## config.mk

```make
export PLATFORM = sky130hd
export DESIGN_NAME = mise_core
export DESIGN_NICKNAME = d
export VERILOG_FILES = /design/src/mise_pkg.sv /design/src/mise_fr_if.sv /design/src/mise_alu.sv /design/src/mise_core.sv /design/src/mise_fr_mem.sv
export SDC_FILE = /design/constraint.sdc
export NUM_CORES = 1
export LEC_CHECK = 0
export ABC_CLOCK_PERIOD_IN_PS = 8800
export BUFFER_PORTS_ARGS = -buffer_cell sky130_fd_sc_hd__buf_2
export CAP_MARGIN = 20
export CORE_MARGIN = 2
export CORE_UTILIZATION = 35
export DETAILED_ROUTE_END_ITERATION = 8
export PLACE_DENSITY_LB_ADDON = 0.05
export SLEW_MARGIN = 25
export SYNTH_ARGS = -nofsm -noshare
export SYNTH_HDL_FRONTEND = slang
export SYNTH_SLANG_ARGS = --single-unit
```

## constraint.sdc

```tcl
create_clock -name clk -period 8.8 [get_ports clk]
set_input_delay 1.76 -clock clk [delete_from_list [all_inputs] [get_ports clk]]
set_output_delay 1.76 -clock clk [all_outputs]
set_load 0.02 [all_outputs]
```

## src/mise_pkg.sv

```systemverilog
// Constants, encodings and types shared by the instruction-subset core.
// Functional notes
// - Clearing a file register writes zero there and sets the null flag.
// - Clearing the accumulator loads zero and sets the null flag.
// - Decrement file register; result to accumulator (d=0) or file (d=1).
// - Decrement-skip stores result, keeps flags, skips next on zero.
// - Decrement-skip with nonzero result lets the next instruction run.
// - Increment-skip stores result, keeps flags, skips next on zero.
// - Jump loads its eleven-bit literal into counter bits 10 to 0.
// - Jump fills counter bits 12 and 11 from latch bits 4 and 3.
// - Jump takes two cycles and leaves all flags unchanged.
// - OR an eight-bit literal into the accumulator, update null flag.
// - Without a skip flow is unchanged; skipped word is discarded.
package mise_pkg;
    localparam int DW  = 8;
    localparam int FAW = 7;
    localparam int IW  = 14;
    localparam int PCW = 13;
    localparam int KJW = 11;

    localparam int OPC_HI   = 13;
    localparam int OPC_LO   = 11;
    localparam int D_BIT    = 7;
    localparam int F_HI     = 6;
    localparam int K_LIT_HI = 7;
    localparam int K_JMP_HI = 10;
    localparam int PCH_HI   = 4;
    localparam int PCH_LO   = 3;

    localparam logic [2:0] OPC_NO_OP      = 3'h0;
    localparam logic [2:0] OPC_CLR_FILE   = 3'h1;
    localparam logic [2:0] OPC_CLR_ACC    = 3'h2;
    localparam logic [2:0] OPC_DEC_FILE   = 3'h3;
    localparam logic [2:0] OPC_DEC_SKIP   = 3'h4;
    localparam logic [2:0] OPC_JUMP_ABS   = 3'h5;
    localparam logic [2:0] OPC_OR_LIT     = 3'h6;
    localparam logic [2:0] OPC_INC_SKIP   = 3'h7;

    localparam logic [DW-1:0]  ZERO_BYTE = 8'h00;
    localparam logic [DW-1:0]  ONE_BYTE  = 8'h01;
    localparam logic [DW-1:0]  MAX_BYTE  = 8'hFF;
    localparam logic [PCW-1:0] PC_RESET  = 13'h0000;
    localparam logic [FAW-1:0] ADDR_ZERO = 7'h00;

    typedef enum logic [2:0] {
        ST_TAKE  = 3'b001,
        ST_EXEC  = 3'b010,
        ST_FLUSH = 3'b100
    } mise_state_t;

    typedef enum logic [1:0] {
        ALU_DEC = 2'h0,
        ALU_INC = 2'h1,
        ALU_OR  = 2'h2,
        ALU_CLR = 2'h3
    } mise_alu_op_t;
endpackage : mise_pkg
```

## src/mise_fr_if.sv

```systemverilog
// File-register port bundle between the core and its register memory.
`timescale 1ns/1ns
`default_nettype none
interface mise_fr_if;
    import mise_pkg::*;
    logic           rd_en;
    logic [FAW-1:0] rd_addr;
    logic [DW-1:0]  rd_data;
    logic           wr_en;
    logic [FAW-1:0] wr_addr;
    logic [DW-1:0]  wr_data;
    modport core (output rd_en, output rd_addr, input rd_data,
                  output wr_en, output wr_addr, output wr_data);
    modport mem  (input rd_en, input rd_addr, output rd_data,
                  input wr_en, input wr_addr, input wr_data);
endinterface : mise_fr_if
`default_nettype wire

```

## src/mise_alu.sv

```systemverilog
// Eight-bit arithmetic unit for decrement, increment, OR and clear.
`timescale 1ns/1ns
`default_nettype none
module mise_alu
    import mise_pkg::*;
(
    input  wire mise_alu_op_t  op,
    input  wire logic [DW-1:0] a,
    input  wire logic [DW-1:0] b,
    output logic [DW-1:0]      res,
    output logic               zero
);
    always_comb begin
        case (op)
            ALU_DEC: res = DW'(a - ONE_BYTE);
            ALU_INC: res = DW'(a + ONE_BYTE);
            ALU_OR:  res = a | b;
            default: res = ZERO_BYTE;
        endcase
        zero = (res == ZERO_BYTE);
    end
endmodule : mise_alu
`default_nettype wire

```

## src/mise_core.sv

```systemverilog
// Execution core for the clear, decrement, skip, jump and OR-literal subset.
`timescale 1ns/1ns
`default_nettype none
module mise_core
    import mise_pkg::*;
(
    input  wire logic           clk,
    input  wire logic           arst_n,
    input  wire logic           instr_valid,
    input  wire logic [IW-1:0]  instr,
    input  wire logic [DW-1:0]  program_counter_high_latch,
    output logic                instr_ready,
    output logic [DW-1:0]       accumulator,
    output logic                result_null_flag,
    output logic                pc_load,
    output logic [PCW-1:0]      pc_target,
    output logic                no_operation_exec,
    output logic                fr_wr_en,
    output logic [FAW-1:0]      fr_wr_addr,
    output logic [DW-1:0]       fr_wr_data
);
    mise_state_t    state;
    mise_state_t    next_state;
    logic [2:0]     op_q;
    logic [FAW-1:0] f_q;
    logic           d_q;
    logic [2:0]     opc;
    logic           take;
    logic           needs_read;
    logic           in_exec;
    logic           skip_op;
    mise_alu_op_t   alu_op;
    logic [DW-1:0]  alu_a;
    logic [DW-1:0]  alu_res;
    logic           alu_zero;

    mise_fr_if fr ();

    mise_fr_mem u_mem (
        .clk    (clk),
        .arst_n (arst_n),
        .fr     (fr)
    );

    mise_alu u_alu (
        .op   (alu_op),
        .a    (alu_a),
        .b    (instr[K_LIT_HI:0]),
        .res  (alu_res),
        .zero (alu_zero)
    );

    assign opc        = instr[OPC_HI:OPC_LO];
    assign take       = (state == ST_TAKE) && instr_valid;
    assign in_exec    = (state == ST_EXEC);
    assign needs_read = (opc == OPC_DEC_FILE) || (opc == OPC_DEC_SKIP)
                        || (opc == OPC_INC_SKIP);
    assign skip_op    = (op_q == OPC_DEC_SKIP) || (op_q == OPC_INC_SKIP);

    always_comb begin
        alu_op = ALU_CLR;
        alu_a  = accumulator;
        if (in_exec) begin
            alu_a  = fr.rd_data;
            alu_op = (op_q == OPC_INC_SKIP) ? ALU_INC : ALU_DEC;
        end else if (opc == OPC_OR_LIT) begin
            alu_op = ALU_OR;
        end
    end

    // The read is issued while taking the word; data is ready in execute.
    assign fr.rd_en   = take && needs_read;
    assign fr.rd_addr = instr[F_HI:0];

    always_comb begin
        fr.wr_en   = 1'b0;
        fr.wr_addr = instr[F_HI:0];
        fr.wr_data = ZERO_BYTE;
        if (in_exec) begin
            fr.wr_en   = d_q;
            fr.wr_addr = f_q;
            fr.wr_data = alu_res;
        end else if (take && opc == OPC_CLR_FILE) begin
            fr.wr_en = 1'b1;
        end
    end

    always_comb begin
        next_state = state;
        case (state)
            ST_TAKE: begin
                if (take && opc == OPC_JUMP_ABS) begin
                    next_state = ST_FLUSH;
                end else if (take && needs_read) begin
                    next_state = ST_EXEC;
                end
            end
            ST_EXEC: begin
                next_state = (skip_op && alu_zero) ? ST_FLUSH : ST_TAKE;
            end
            ST_FLUSH: begin
                if (instr_valid) begin
                    next_state = ST_TAKE;
                end
            end
            default: next_state = ST_TAKE;
        endcase
    end

    always_ff @(posedge clk or negedge arst_n) begin
        if (!arst_n) begin
            state       <= ST_TAKE;
            instr_ready <= 1'b1;
        end else begin
            state       <= next_state;
            instr_ready <= (next_state != ST_EXEC);
        end
    end

    always_ff @(posedge clk or negedge arst_n) begin
        if (!arst_n) begin
            op_q <= OPC_NO_OP;
            f_q  <= ADDR_ZERO;
            d_q  <= 1'b0;
        end else if (take) begin
            op_q <= opc;
            f_q  <= instr[F_HI:0];
            d_q  <= instr[D_BIT];
        end
    end

    always_ff @(posedge clk or negedge arst_n) begin
        if (!arst_n) begin
            accumulator <= ZERO_BYTE;
        end else if (take && opc == OPC_CLR_ACC) begin
            accumulator <= ZERO_BYTE;
        end else if (take && opc == OPC_OR_LIT) begin
            accumulator <= alu_res;
        end else if (in_exec && !d_q) begin
            accumulator <= alu_res;
        end
    end

    // Skip and jump leave the flag alone, so only four cases touch it.
    always_ff @(posedge clk or negedge arst_n) begin
        if (!arst_n) begin
            result_null_flag <= 1'b0;
        end else if (take && (opc == OPC_CLR_FILE || opc == OPC_CLR_ACC)) begin
            result_null_flag <= 1'b1;
        end else if (take && opc == OPC_OR_LIT) begin
            result_null_flag <= alu_zero;
        end else if (in_exec && op_q == OPC_DEC_FILE) begin
            result_null_flag <= alu_zero;
        end
    end

    always_ff @(posedge clk or negedge arst_n) begin
        if (!arst_n) begin
            pc_load   <= 1'b0;
            pc_target <= PC_RESET;
        end else begin
            pc_load <= take && (opc == OPC_JUMP_ABS);
            if (take && opc == OPC_JUMP_ABS) begin
                pc_target <= {program_counter_high_latch[PCH_HI:PCH_LO],
                              instr[K_JMP_HI:0]};
            end
        end
    end

    always_ff @(posedge clk or negedge arst_n) begin
        if (!arst_n) begin
            no_operation_exec <= 1'b0;
        end else begin
            no_operation_exec <= (state == ST_FLUSH) && instr_valid;
        end
    end

    always_ff @(posedge clk or negedge arst_n) begin
        if (!arst_n) begin
            fr_wr_en   <= 1'b0;
            fr_wr_addr <= ADDR_ZERO;
            fr_wr_data <= ZERO_BYTE;
        end else begin
            fr_wr_en   <= fr.wr_en;
            fr_wr_addr <= fr.wr_addr;
            fr_wr_data <= fr.wr_data;
        end
    end
endmodule : mise_core
`default_nettype wire

```

## src/mise_fr_mem.sv

```systemverilog
// File-register memory with one write port and a registered read port.
`timescale 1ns/1ns
`default_nettype none
module mise_fr_mem
    import mise_pkg::*;
(
    input  wire logic clk,
    input  wire logic arst_n,
    mise_fr_if.mem    fr
);
    logic [DW-1:0] mem [0:(1<<FAW)-1];

    // The array has no reset, so software must clear what it relies on.
    always_ff @(posedge clk) begin
        if (fr.wr_en) begin
            mem[fr.wr_addr] <= fr.wr_data;
        end
    end

    always_ff @(posedge clk or negedge arst_n) begin
        if (!arst_n) begin
            fr.rd_data <= ZERO_BYTE;
        end else if (fr.rd_en) begin
            fr.rd_data <= mem[fr.rd_addr];
        end
    end
endmodule : mise_fr_mem
`default_nettype wire

```

Word-level counts from Yosys, hierarchy flattened. Memory sizes are Yosys's and may differ from the RTL's. A register that Yosys moved wholly into a read port is not among the register bits. Cells that the tools add are included.

Logic and storage cells: 76. Flip-flop bits (word level): 55. Bits of input ports: 25. Memory bits (writable): 1024. Memories kept: 1.

Memories: u_mem.mem (depth 128, width 8, rd ports 1, clocked after memory_dff 1, wr ports 1, line mise_fr_mem.sv:11) `logic [DW-1:0] mem [0:(1<<FAW)-1];`.

Muxes and demuxes: 22. Equality and inequality tests: 16. Reduce and logical (&&, ||, !) cells: 21. Bitwise operators: 1. $add $sub $neg: 2.

Operators by type and width (count): $mux W8 (5); $pmux W8 S3 (1); $eq A3 B3 Y1 const B (7); $eq A3 B2 Y1 const B (4); $mux W3 (4); $logic_and A1 B1 Y1 (11); $mux W1 (9); $pmux W3 S3 (1); $add A8 B1 Y8 const B (1); $logic_not A8 Y1 (1); $or A8 B8 Y8 (1); $sub A8 B1 Y8 const B (1); $mux W7 (1); $eq A3 B1 Y1 const B (2); $reduce_bool A3 Y1 (2); $logic_or A1 B1 Y1 (4); $ne A3 B2 Y1 const B (1); $eq A2 B1 Y1 const B (1); $eq A2 B2 Y1 const B (1); $logic_not A1 Y1 (2); $logic_not A2 Y1 (1); $mux W2 (1).

Depth between registers and ports, before layout. Gate-level depths: netlist (run 1).

Word-level depth: 10. Gate-level depth with buffers: 13. Gate-level depth less buffers: 12.

Cells and area by module. From an unflattened synthesis (run 1), not the netlist that was laid out.

Cell total of the unflattened synthesis: 2273. Area, all modules: 43266.5 um^2.

Modules (own cells, without submodules): mise_fr_mem (instances 1, seq. area each 30949.7 um^2, cells an instance 2000, area each 40492.6 um^2); mise_core (instances 1, seq. area each 1378.8 um^2, cells an instance 211, area each 2306.0 um^2); mise_alu (instances 1, seq. area each 0.0 um^2, cells an instance 62, area each 467.9 um^2).

Least setup slack after synthesis (run 1). Ideal clock, no wire load.

Path type: register to register. Start point: register state[0]. End point: memory u_mem.mem[0][6], data pin. Stages on the path, launching flop included: 11. Clock period less this slack: 8208 ps. Data arrival time: 7046 ps. Slack: 592 ps. Setup time: 1162 ps. Cell sequence: dfstp_2 or3b_4 clkbuf_1 clkbuf_1 nor2_1 a21oi_1 ha_1 nand3_1 a211oi_1 nor3_1 nor3_1.

Word-level cells in the longest chain between the ends: 5.

Ends and longest elaborated chain: from (decl) (line mise_core.sv:22) `mise_state_t state;`; from (signal assigned) (line mise_core.sv:115) `state <= next_state;`; $eq A3 B2 Y1 * (line mise_core.sv:55) `assign in_exec = (state == ST_EXEC);`; $mux W8 / $mux W2 (equally long branches) (line mise_core.sv:63) `if (in_exec) begin`; $add A8 B1 Y8 (tied with other cells) (line mise_alu.sv:16) `ALU_INC: res = DW'(a + ONE_BYTE);`; $pmux W8 S3 (line mise_alu.sv:14) `case (op)`; $mux W8 * (line mise_core.sv:79) `if (in_exec) begin`; via fr.wr_data[6] (line mise_fr_if.sv:11) `logic [DW-1:0] wr_data;`; to (decl) (line mise_fr_mem.sv:11).

Mark *: on every way through the listed nets, which the timed path passes. The rest lies on a longest branch.

==> metrics.md, run 1 <==
| Metric | Value |
|---|---|
| Outcome | `completed` |
| Highest routing layer actually used | `met4` |
| DRT Pass-1 Iters | `5` |
| Ys async rst share | `0.0580` |
| XOR/XNOR Fraction of Synth Area | `0.00166` |
| Mux cell area share after synthesis | `0.131` |
| TNS Setup | `0 ps` |
| Synth Area in Simple Gates | `0.0476` |
| Die height | `352 µm` |
| Routed metal-1 wirelength | `52.6 mm` |
| Clock skew | `46.9 ps` |
| Peak supply drop | `0.187 mV` |
| LEAKAGE | `0.0162 µW` |
| DP HPWL | `68.0 mm` |
| Syn_area_per_cell | `18.7 µm²` |
| Pwr per Cell Area | `228 nW/µm²` |
| Post-CTS Setup Bufs | `0` |
| Placer Congestion | `0.766` |
| Slowest stage cell on the critical path | `nor4_1` |
| Worst min path class | `register to register` |
| Die W | `352 µm` |
| RSZ-0062 raised after global routing | `no` |
| CP delay by family, top | `simple AND/OR/NAND/NOR gates` |
| Post-synth top flop | `edfxtp_1` |
| Post-CTS sizing | `0` |
| Core region area | `120,000 µm²` |
| Fin. max-slew vios | `0` |
| PortBufs | `59` |
| Compound-Gate Fraction of Synth Area | `0.0407` |
| Synth Area in Adders | `0.00118` |
| DR WL met3 | `4.91 mm` |
| Worst Tran Pin Value | `1330 ps` |
| WL per Instance | `28.0 µm` |
| Crit path cell chain | `buf_2 > buf_4 > nor3_2 > buf_4 > a221oi_1 > nand3_1 > nor4_1 > nor4_1 > a21oi_1` |
| EDFF count, synth | `1,024` |
| Hold Buf Count CTS | `0` |
| Num rows | `127` |
| Syn-to-layout area delta | `14.3%` |
| Ratio of cells with drive above 1 in the final layout | `0.195` |
| Vias | `21,467` |
| Synthesis-stage register bit count | `1,087` |
| Critical path fanouts, max | `28` |
| Synth Cell Area | `42,300 µm²` |
| CTS H-tree depth | `3` |
| Clk buf depth | `3` |
| CP Launch Type | `primary input` |
| Period Utilization, post-route | `0.540` |
| Min Tclk post-route | `4750 ps` |
| Total wire length | `114 mm` |
| Crit Path Class | `primary input to register` |
| Vias in the first global route | `22,004` |
| Starting density of the core | `0.353` |
| Type of destination of the critical path | `register` |
| Final Hold Fails | `0` |
| Slew margin rel. | `0.106` |
| Initial DRC count | `1,616` |
| F_max | `210 MHz` |
| Unique masters post-synth | `58` |
| N_diodes | `0` |
| Antenna violations before repair | `1` |
| Critical path data required time | `9430 ps` |
| DRC violations left | `0` |
| Max cap viols | `0` |
| Critical path's largest stage delay | `1030 ps` |
| CTS tree | `done` |
| Die Footprint | `124,000 µm²` |
| Sink Count | `1,087` |
| Largest family of logic cells by synthesized area | `multiplexers` |
| Ys Warns | `0` |
| Final setup vio count | `0` |
| Clk root buf | `clkbuf_16` |
| Placed cell area | `44,600 µm²` |
| Mapped Cells | `2,262` |
| Nets | `2,391` |
| Most common cell after layout, fill and taps aside | `edfxtp_1` |
| Most frequent cells in the layout | `edfxtp_1 (1,024), nor2_1 (217), mux2i_1 (168)` |
| Via-per-instance ratio | `5.27` |
| WP data arrival | `5380 ps` |
| Metal2 WL | `54.2 mm` |
| Aggregate global routing overflow | `0` |
| Synthesized net count | `2,291` |
| TritonCTS buffer count | `120` |
| Io pins | `66` |
| Pin count of the biggest net entering global routing | `116` |
| Clock Pin Slew Worst Setup and Hold Paths | `60 ps` |
| Clk_lat worst skew | `710 ps` |
| Seq/Total Area, Yosys | `0.764` |
| Finished layout cell area | `48,400 µm²` |
| Crit path buffers/inverters | `3` |
| Overall Global Routing Usage | `0.185` |
| First-pass GRT wire length | `162 mm` |
| Detail Route Antenna Nets | `0` |
## report_power, final
group | internal (µW) | switching [µW] | total, µW
combinational | 200 | 366 | 566
clock | 2740 | 2010 | 4740
sequential | 5660 | 45.0 | 5700
## final timing paths
check                              start                  end  slack, ps  depth (start not counted)
setup / recovery                instr[2]  u_mem.fr.rd_data[0]       4050                          9
hold / removal             pc_target[11]        pc_target[11]        500                          1
setup reg to reg                state[2]    u_mem.mem[106][7]       4270                         11
hold reg to reg            pc_target[11]        pc_target[11]        500                          1
max in group asynchronous         arst_n                  d_q       6800                          2
min in group asynchronous         arst_n             state[2]       1100                          1
## cell usage after synthesis, types with 2 or more instances
master / number / area share
nor2b_1: 35 / 0.0052
and2_1: 4 / 0.00059
edfxtp_1: 1024 / 0.73
mux2i_1: 168 / 0.040
o31ai_1: 4 / 0.00071
a21oi_1: 53 / 0.0063
mux4_2: 160 / 0.085
nand3b_1: 2 / 0.00035
nand2b_1: 5 / 0.00074
inv_1: 13 / 0.0012
nor3_1: 7 / 0.00083
dfstp_2: 2 / 0.0012
and4bb_2: 2 / 0.00059
nand2_1: 52 / 0.0046
buf_2: 36 / 0.0043
nor3b_1: 2 / 0.00035
o22ai_1: 32 / 0.0047
clkbuf_1: 75 / 0.0067
a21o_1: 4 / 0.00071
a221oi_1: 24 / 0.0050
ha_1: 4 / 0.0012
nand4bb_1: 2 / 0.00053
mux2_2: 24 / 0.0064
o22a_1: 31 / 0.0064
a211oi_1: 34 / 0.0060
a22oi_1: 40 / 0.0071
buf_1: 15 / 0.0013
nand4_1: 8 / 0.0012
and3_1: 3 / 0.00044
nand3_1: 32 / 0.0038
xnor2_1: 7 / 0.0014
o2bb2ai_1: 3 / 0.00062
dfrtp_1: 61 / 0.036
nor2_1: 221 / 0.020
a22o_1: 5 / 0.0010
nor4b_1: 3 / 0.00062
nor4_1: 44 / 0.0065
## routing by layer
metal  vias to the layer above  GRT usage
met2                       491      0.300
met5                         -          0
met4                         0     0.0487
met3                       134     0.0281
met1                     11474      0.261
li1                       9368          -
## sequential cells by signal, indices dropped and copies added, names as in the netlist, 3 cells and up
signal / cells
fr_wr_data: 8
fr_wr_addr: 7
state: 3
u_mem.fr.rd_data: 8
accumulator: 8
pc_target: 13
op_q: 3
f_q: 7
u_mem.mem: 1024
## area by class of cell
cell class,instances,area [µm²]
Fill cell,10757,71600
Sequential cell,1087,32300
Multi-Input combinational cell,1035,9520
Clock buffer,162,3270
Tap cell,1612,2020
Timing Repair Buffer,105,738
Clock inverter,60,452
Inverter,13,51.3
## logic make-up (layout without fill, tap and decap cells)
group	Yosys count	in the layout
compound gates	241	241
xor+xnor	8	8
flops	1087	1087
fa+ha+maj	4	4
simple gates	430	430
mux	352	352
buf+inv	140	340
## per-stage QoR
stage / utilization / setup WS, ps / std cells / hold WS [ps] / power (µW)
6_report: 0.403 / 4050 / 4074 / 500 / 11000
5_1_grt: 0.403 / 3860 / 4074 / 521 / 11400
4_1_cts: 0.403 / 4060 / 4074 / 504 / 11100
3_5_place_dp: 0.372 / 3300 / 3852 / 491 / 6390
3_3_place_gp: 0.372 / 3250 / 3852 / 485 / 6380
2_1_floorplan: - / 592 / 2262 / 467 / 6160
## worst reg2reg max path, stage by stage (launching register included)
cell	delay, ps
dfrtp_1	430
or3b_4	560
nand2_1	140
nand2_1	60
ha_1	380
a21o_1	240
a41o_1	200
a211oi_1	410
o21bai_1	130
xnor2_1	150
and2_4	620
buf_4	790
(Power assumes the default switching activity.)
==> run 2, diff against run 1 <==
- ABC_CLOCK_PERIOD_IN_PS: 8800 -> 4750
- clock period: 8.8 -> 4.75 ns (I/O delays scaled with it)
==> metrics.md, run 2 (synthesis results as in run 1) <==
| Metric | Value |
|---|---|
| Outcome | `completed` |
| Vias | `21,790 (+1.5%)` |
| Die height | `352 µm (unchanged)` |
| Worst reg2reg path depth | `11 (unchanged)` |
| Crit path buffers/inverters | `0 (-3)` |
| Clk root buf | `clkbuf_16` |
| Final Hold Fails | `0 (unchanged)` |
| Register bank with the most flops | `u_mem.mem` |
| F_max | `258 MHz` |
| Critical path data required time | `5370 ps (-4060 ps)` |
| Ratio of cells with drive above 1 in the final layout | `0.224 (+0.0286)` |
| Antenna violations before repair | `1 (unchanged)` |
| Slowest stage cell on the critical path | `or4_4` |
| Clk_lat worst skew | `710 ps (about the same)` |
| CP dominant cell by count | `nand2_1` |
| Finished layout cell area | `49,200 µm² (+1.6%)` |
| Num rows | `127 (unchanged)` |
| Overall Global Routing Usage | `0.189 (+0.00394)` |
| Min Tclk post-route | `3880 ps` |
| Critical Path Stages | `11 (+2)` |
| CP Launch Type | `register` |
| Most frequent cells in the layout | `edfxtp_1 (1,024), nor2_1 (217), mux2i_1 (168)` |
| Placed cell area | `45,400 µm² (+1.7%)` |
| Die Footprint | `124,000 µm² (unchanged)` |
| Crit Path Class | `register to register` |
| Worst Tran Pin Value | `944 ps (-384 ps)` |
| TritonCTS buffer count | `119 (-0.83%)` |
| Post-Layout Cell Count | `4,163 (+2.2%)` |
| Largest register FFs | `1,024 (unchanged)` |
| DP HPWL | `72.4 mm (+6.4%)` |
| Most common cell after layout, fill and taps aside | `edfxtp_1` |
| Syn-to-layout area delta | `16.2%` |
| PortBufs | `59 (unchanged)` |
| R2r setup slk | `870 ps (-3400 ps)` |
| Peak supply drop | `0.276 mV (+48%)` |
| RSZ-0062 raised after global routing | `no` |
| Worst setup margin | `871 ps (-3180 ps)` |
| Die W | `352 µm (unchanged)` |
| Placer Congestion | `0.803 (+4.8%)` |
| Largest registers | `u_mem.mem (1024), pc_target (13)` |
| Final setup vio count | `0 (unchanged)` |
| Post-CTS sizing | `0 (unchanged)` |
| Vias in the first global route | `22,357 (+1.6%)` |
| Via-per-instance ratio | `5.23 (-0.67%)` |
| Pwr per Cell Area | `417 nW/µm² (+83%)` |
| WL per Instance | `28.0 µm (about the same)` |
| Final core occ | `0.410 (+0.00649)` |
| Pre-CTS setup slack | `702 ps (-2600 ps)` |
| Starting density of the core | `0.353 (unchanged)` |
| Initial DRC count | `1,643 (+1.7%)` |
| WP data arrival | `4500 ps (-880 ps)` |
| Post-CTS Setup Bufs | `0 (unchanged)` |
| Core region area | `120,000 µm² (unchanged)` |
| Type of destination of the critical path | `register` |
| Sink Count | `1,087 (unchanged)` |
| Io pins | `66 (unchanged)` |
| Clock Pin Slew Worst Setup and Hold Paths | `60 ps (about the same)` |
| Critical path fanouts, max | `23 (-18%)` |
| Max cap viols | `0 (unchanged)` |
| Slew margin rel. | `0.368 (+0.262)` |
| Hold Buf Count CTS | `0 (unchanged)` |
| Period Utilization, post-route | `0.817` |
| Detail Route Antenna Nets | `0 (unchanged)` |
| Crit path cell chain | `or3b_4 > nand2_1 > nand2_1 > ha_1 > a21o_1 > a41o_1 > a211oi_1 > mux2i_1 > o211ai_1 > or4_4 > o311a_1` |
| CTS H-tree depth | `3 (unchanged)` |
| LEAKAGE | `0.0166 µW (+3.0%)` |
| Total wire length | `117 mm (+2.1%)` |
| Worst min path class | `primary input to asynchronous set/reset pin` |
| Fin. max-slew vios | `0 (unchanged)` |
| Clk buf depth | `3 (unchanged)` |
| Critical path's largest stage delay | `580 ps (-450 ps)` |
| Pin count of the biggest net entering global routing | `131 (+13%)` |
| Placed cell count | `3,938 (+2.2%)` |
| DRC violations left | `0 (unchanged)` |
| Clock skew | `23.0 ps (-23.9 ps)` |
| Nets | `2,476 (+3.6%)` |
| CTS tree | `done` |
| First-pass GRT wire length | `165 mm (+1.5%)` |
| CP delay by family, top | `simple AND/OR/NAND/NOR gates` |
| Aggregate global routing overflow | `0 (unchanged)` |
| DRT Pass-1 Iters | `5 (unchanged)` |
[run 2: path summary, 6_finish.rpt]
check	startpoint	endpoint
setup / recovery	state[2]	state[0]
setup reg to reg	state[2]	state[0]
min in group clk	instr[8]	pc_target[8]
max in group asynchronous	arst_n	u_mem.fr.rd_data[6]
hold / removal	arst_n	accumulator[5]
hold reg to reg	pc_target[6]	pc_target[6]
[run 2: layout make-up]
cell class	count	area, µm²
tap	1612	2020
timing repair buffer	191	1510
inverter	13	51.3
clock buffer	152	3170
multi-input combinational	1035	9510
fill	10816	70800
antenna	1	2.50
clock inverter	72	568
sequential	1087	32300
[run 2: power breakdown]
group | switching, µW | total, µW | internal [µW]
Clock | 3760 | 8850 | 5090
Sequential | 92.2 | 10600 | 10500
Combinational | 695 | 1090 | 391
Total | 4550 | 20500 | 16000
[run 2: stage by stage]
step	TNS [ps]	hold slack, ps	power, µW
final	0	236	20500
after global routing	0	236	21200
after CTS	0	379	20800
after detailed placement	0	496	11900
after global placement	0	483	11900
after floorplan	-265330	467	11400
[run 2: layer usage]
metal | vias to the layer above | wire, µm | track usage
met5 | - | 0 | 0
met4 | 0 | 2990 | 0.0527
met3 | 167 | 6410 | 0.0385
met2 | 555 | 54600 | 0.300
met1 | 11519 | 52500 | 0.264
li1 | 9549 | - | -
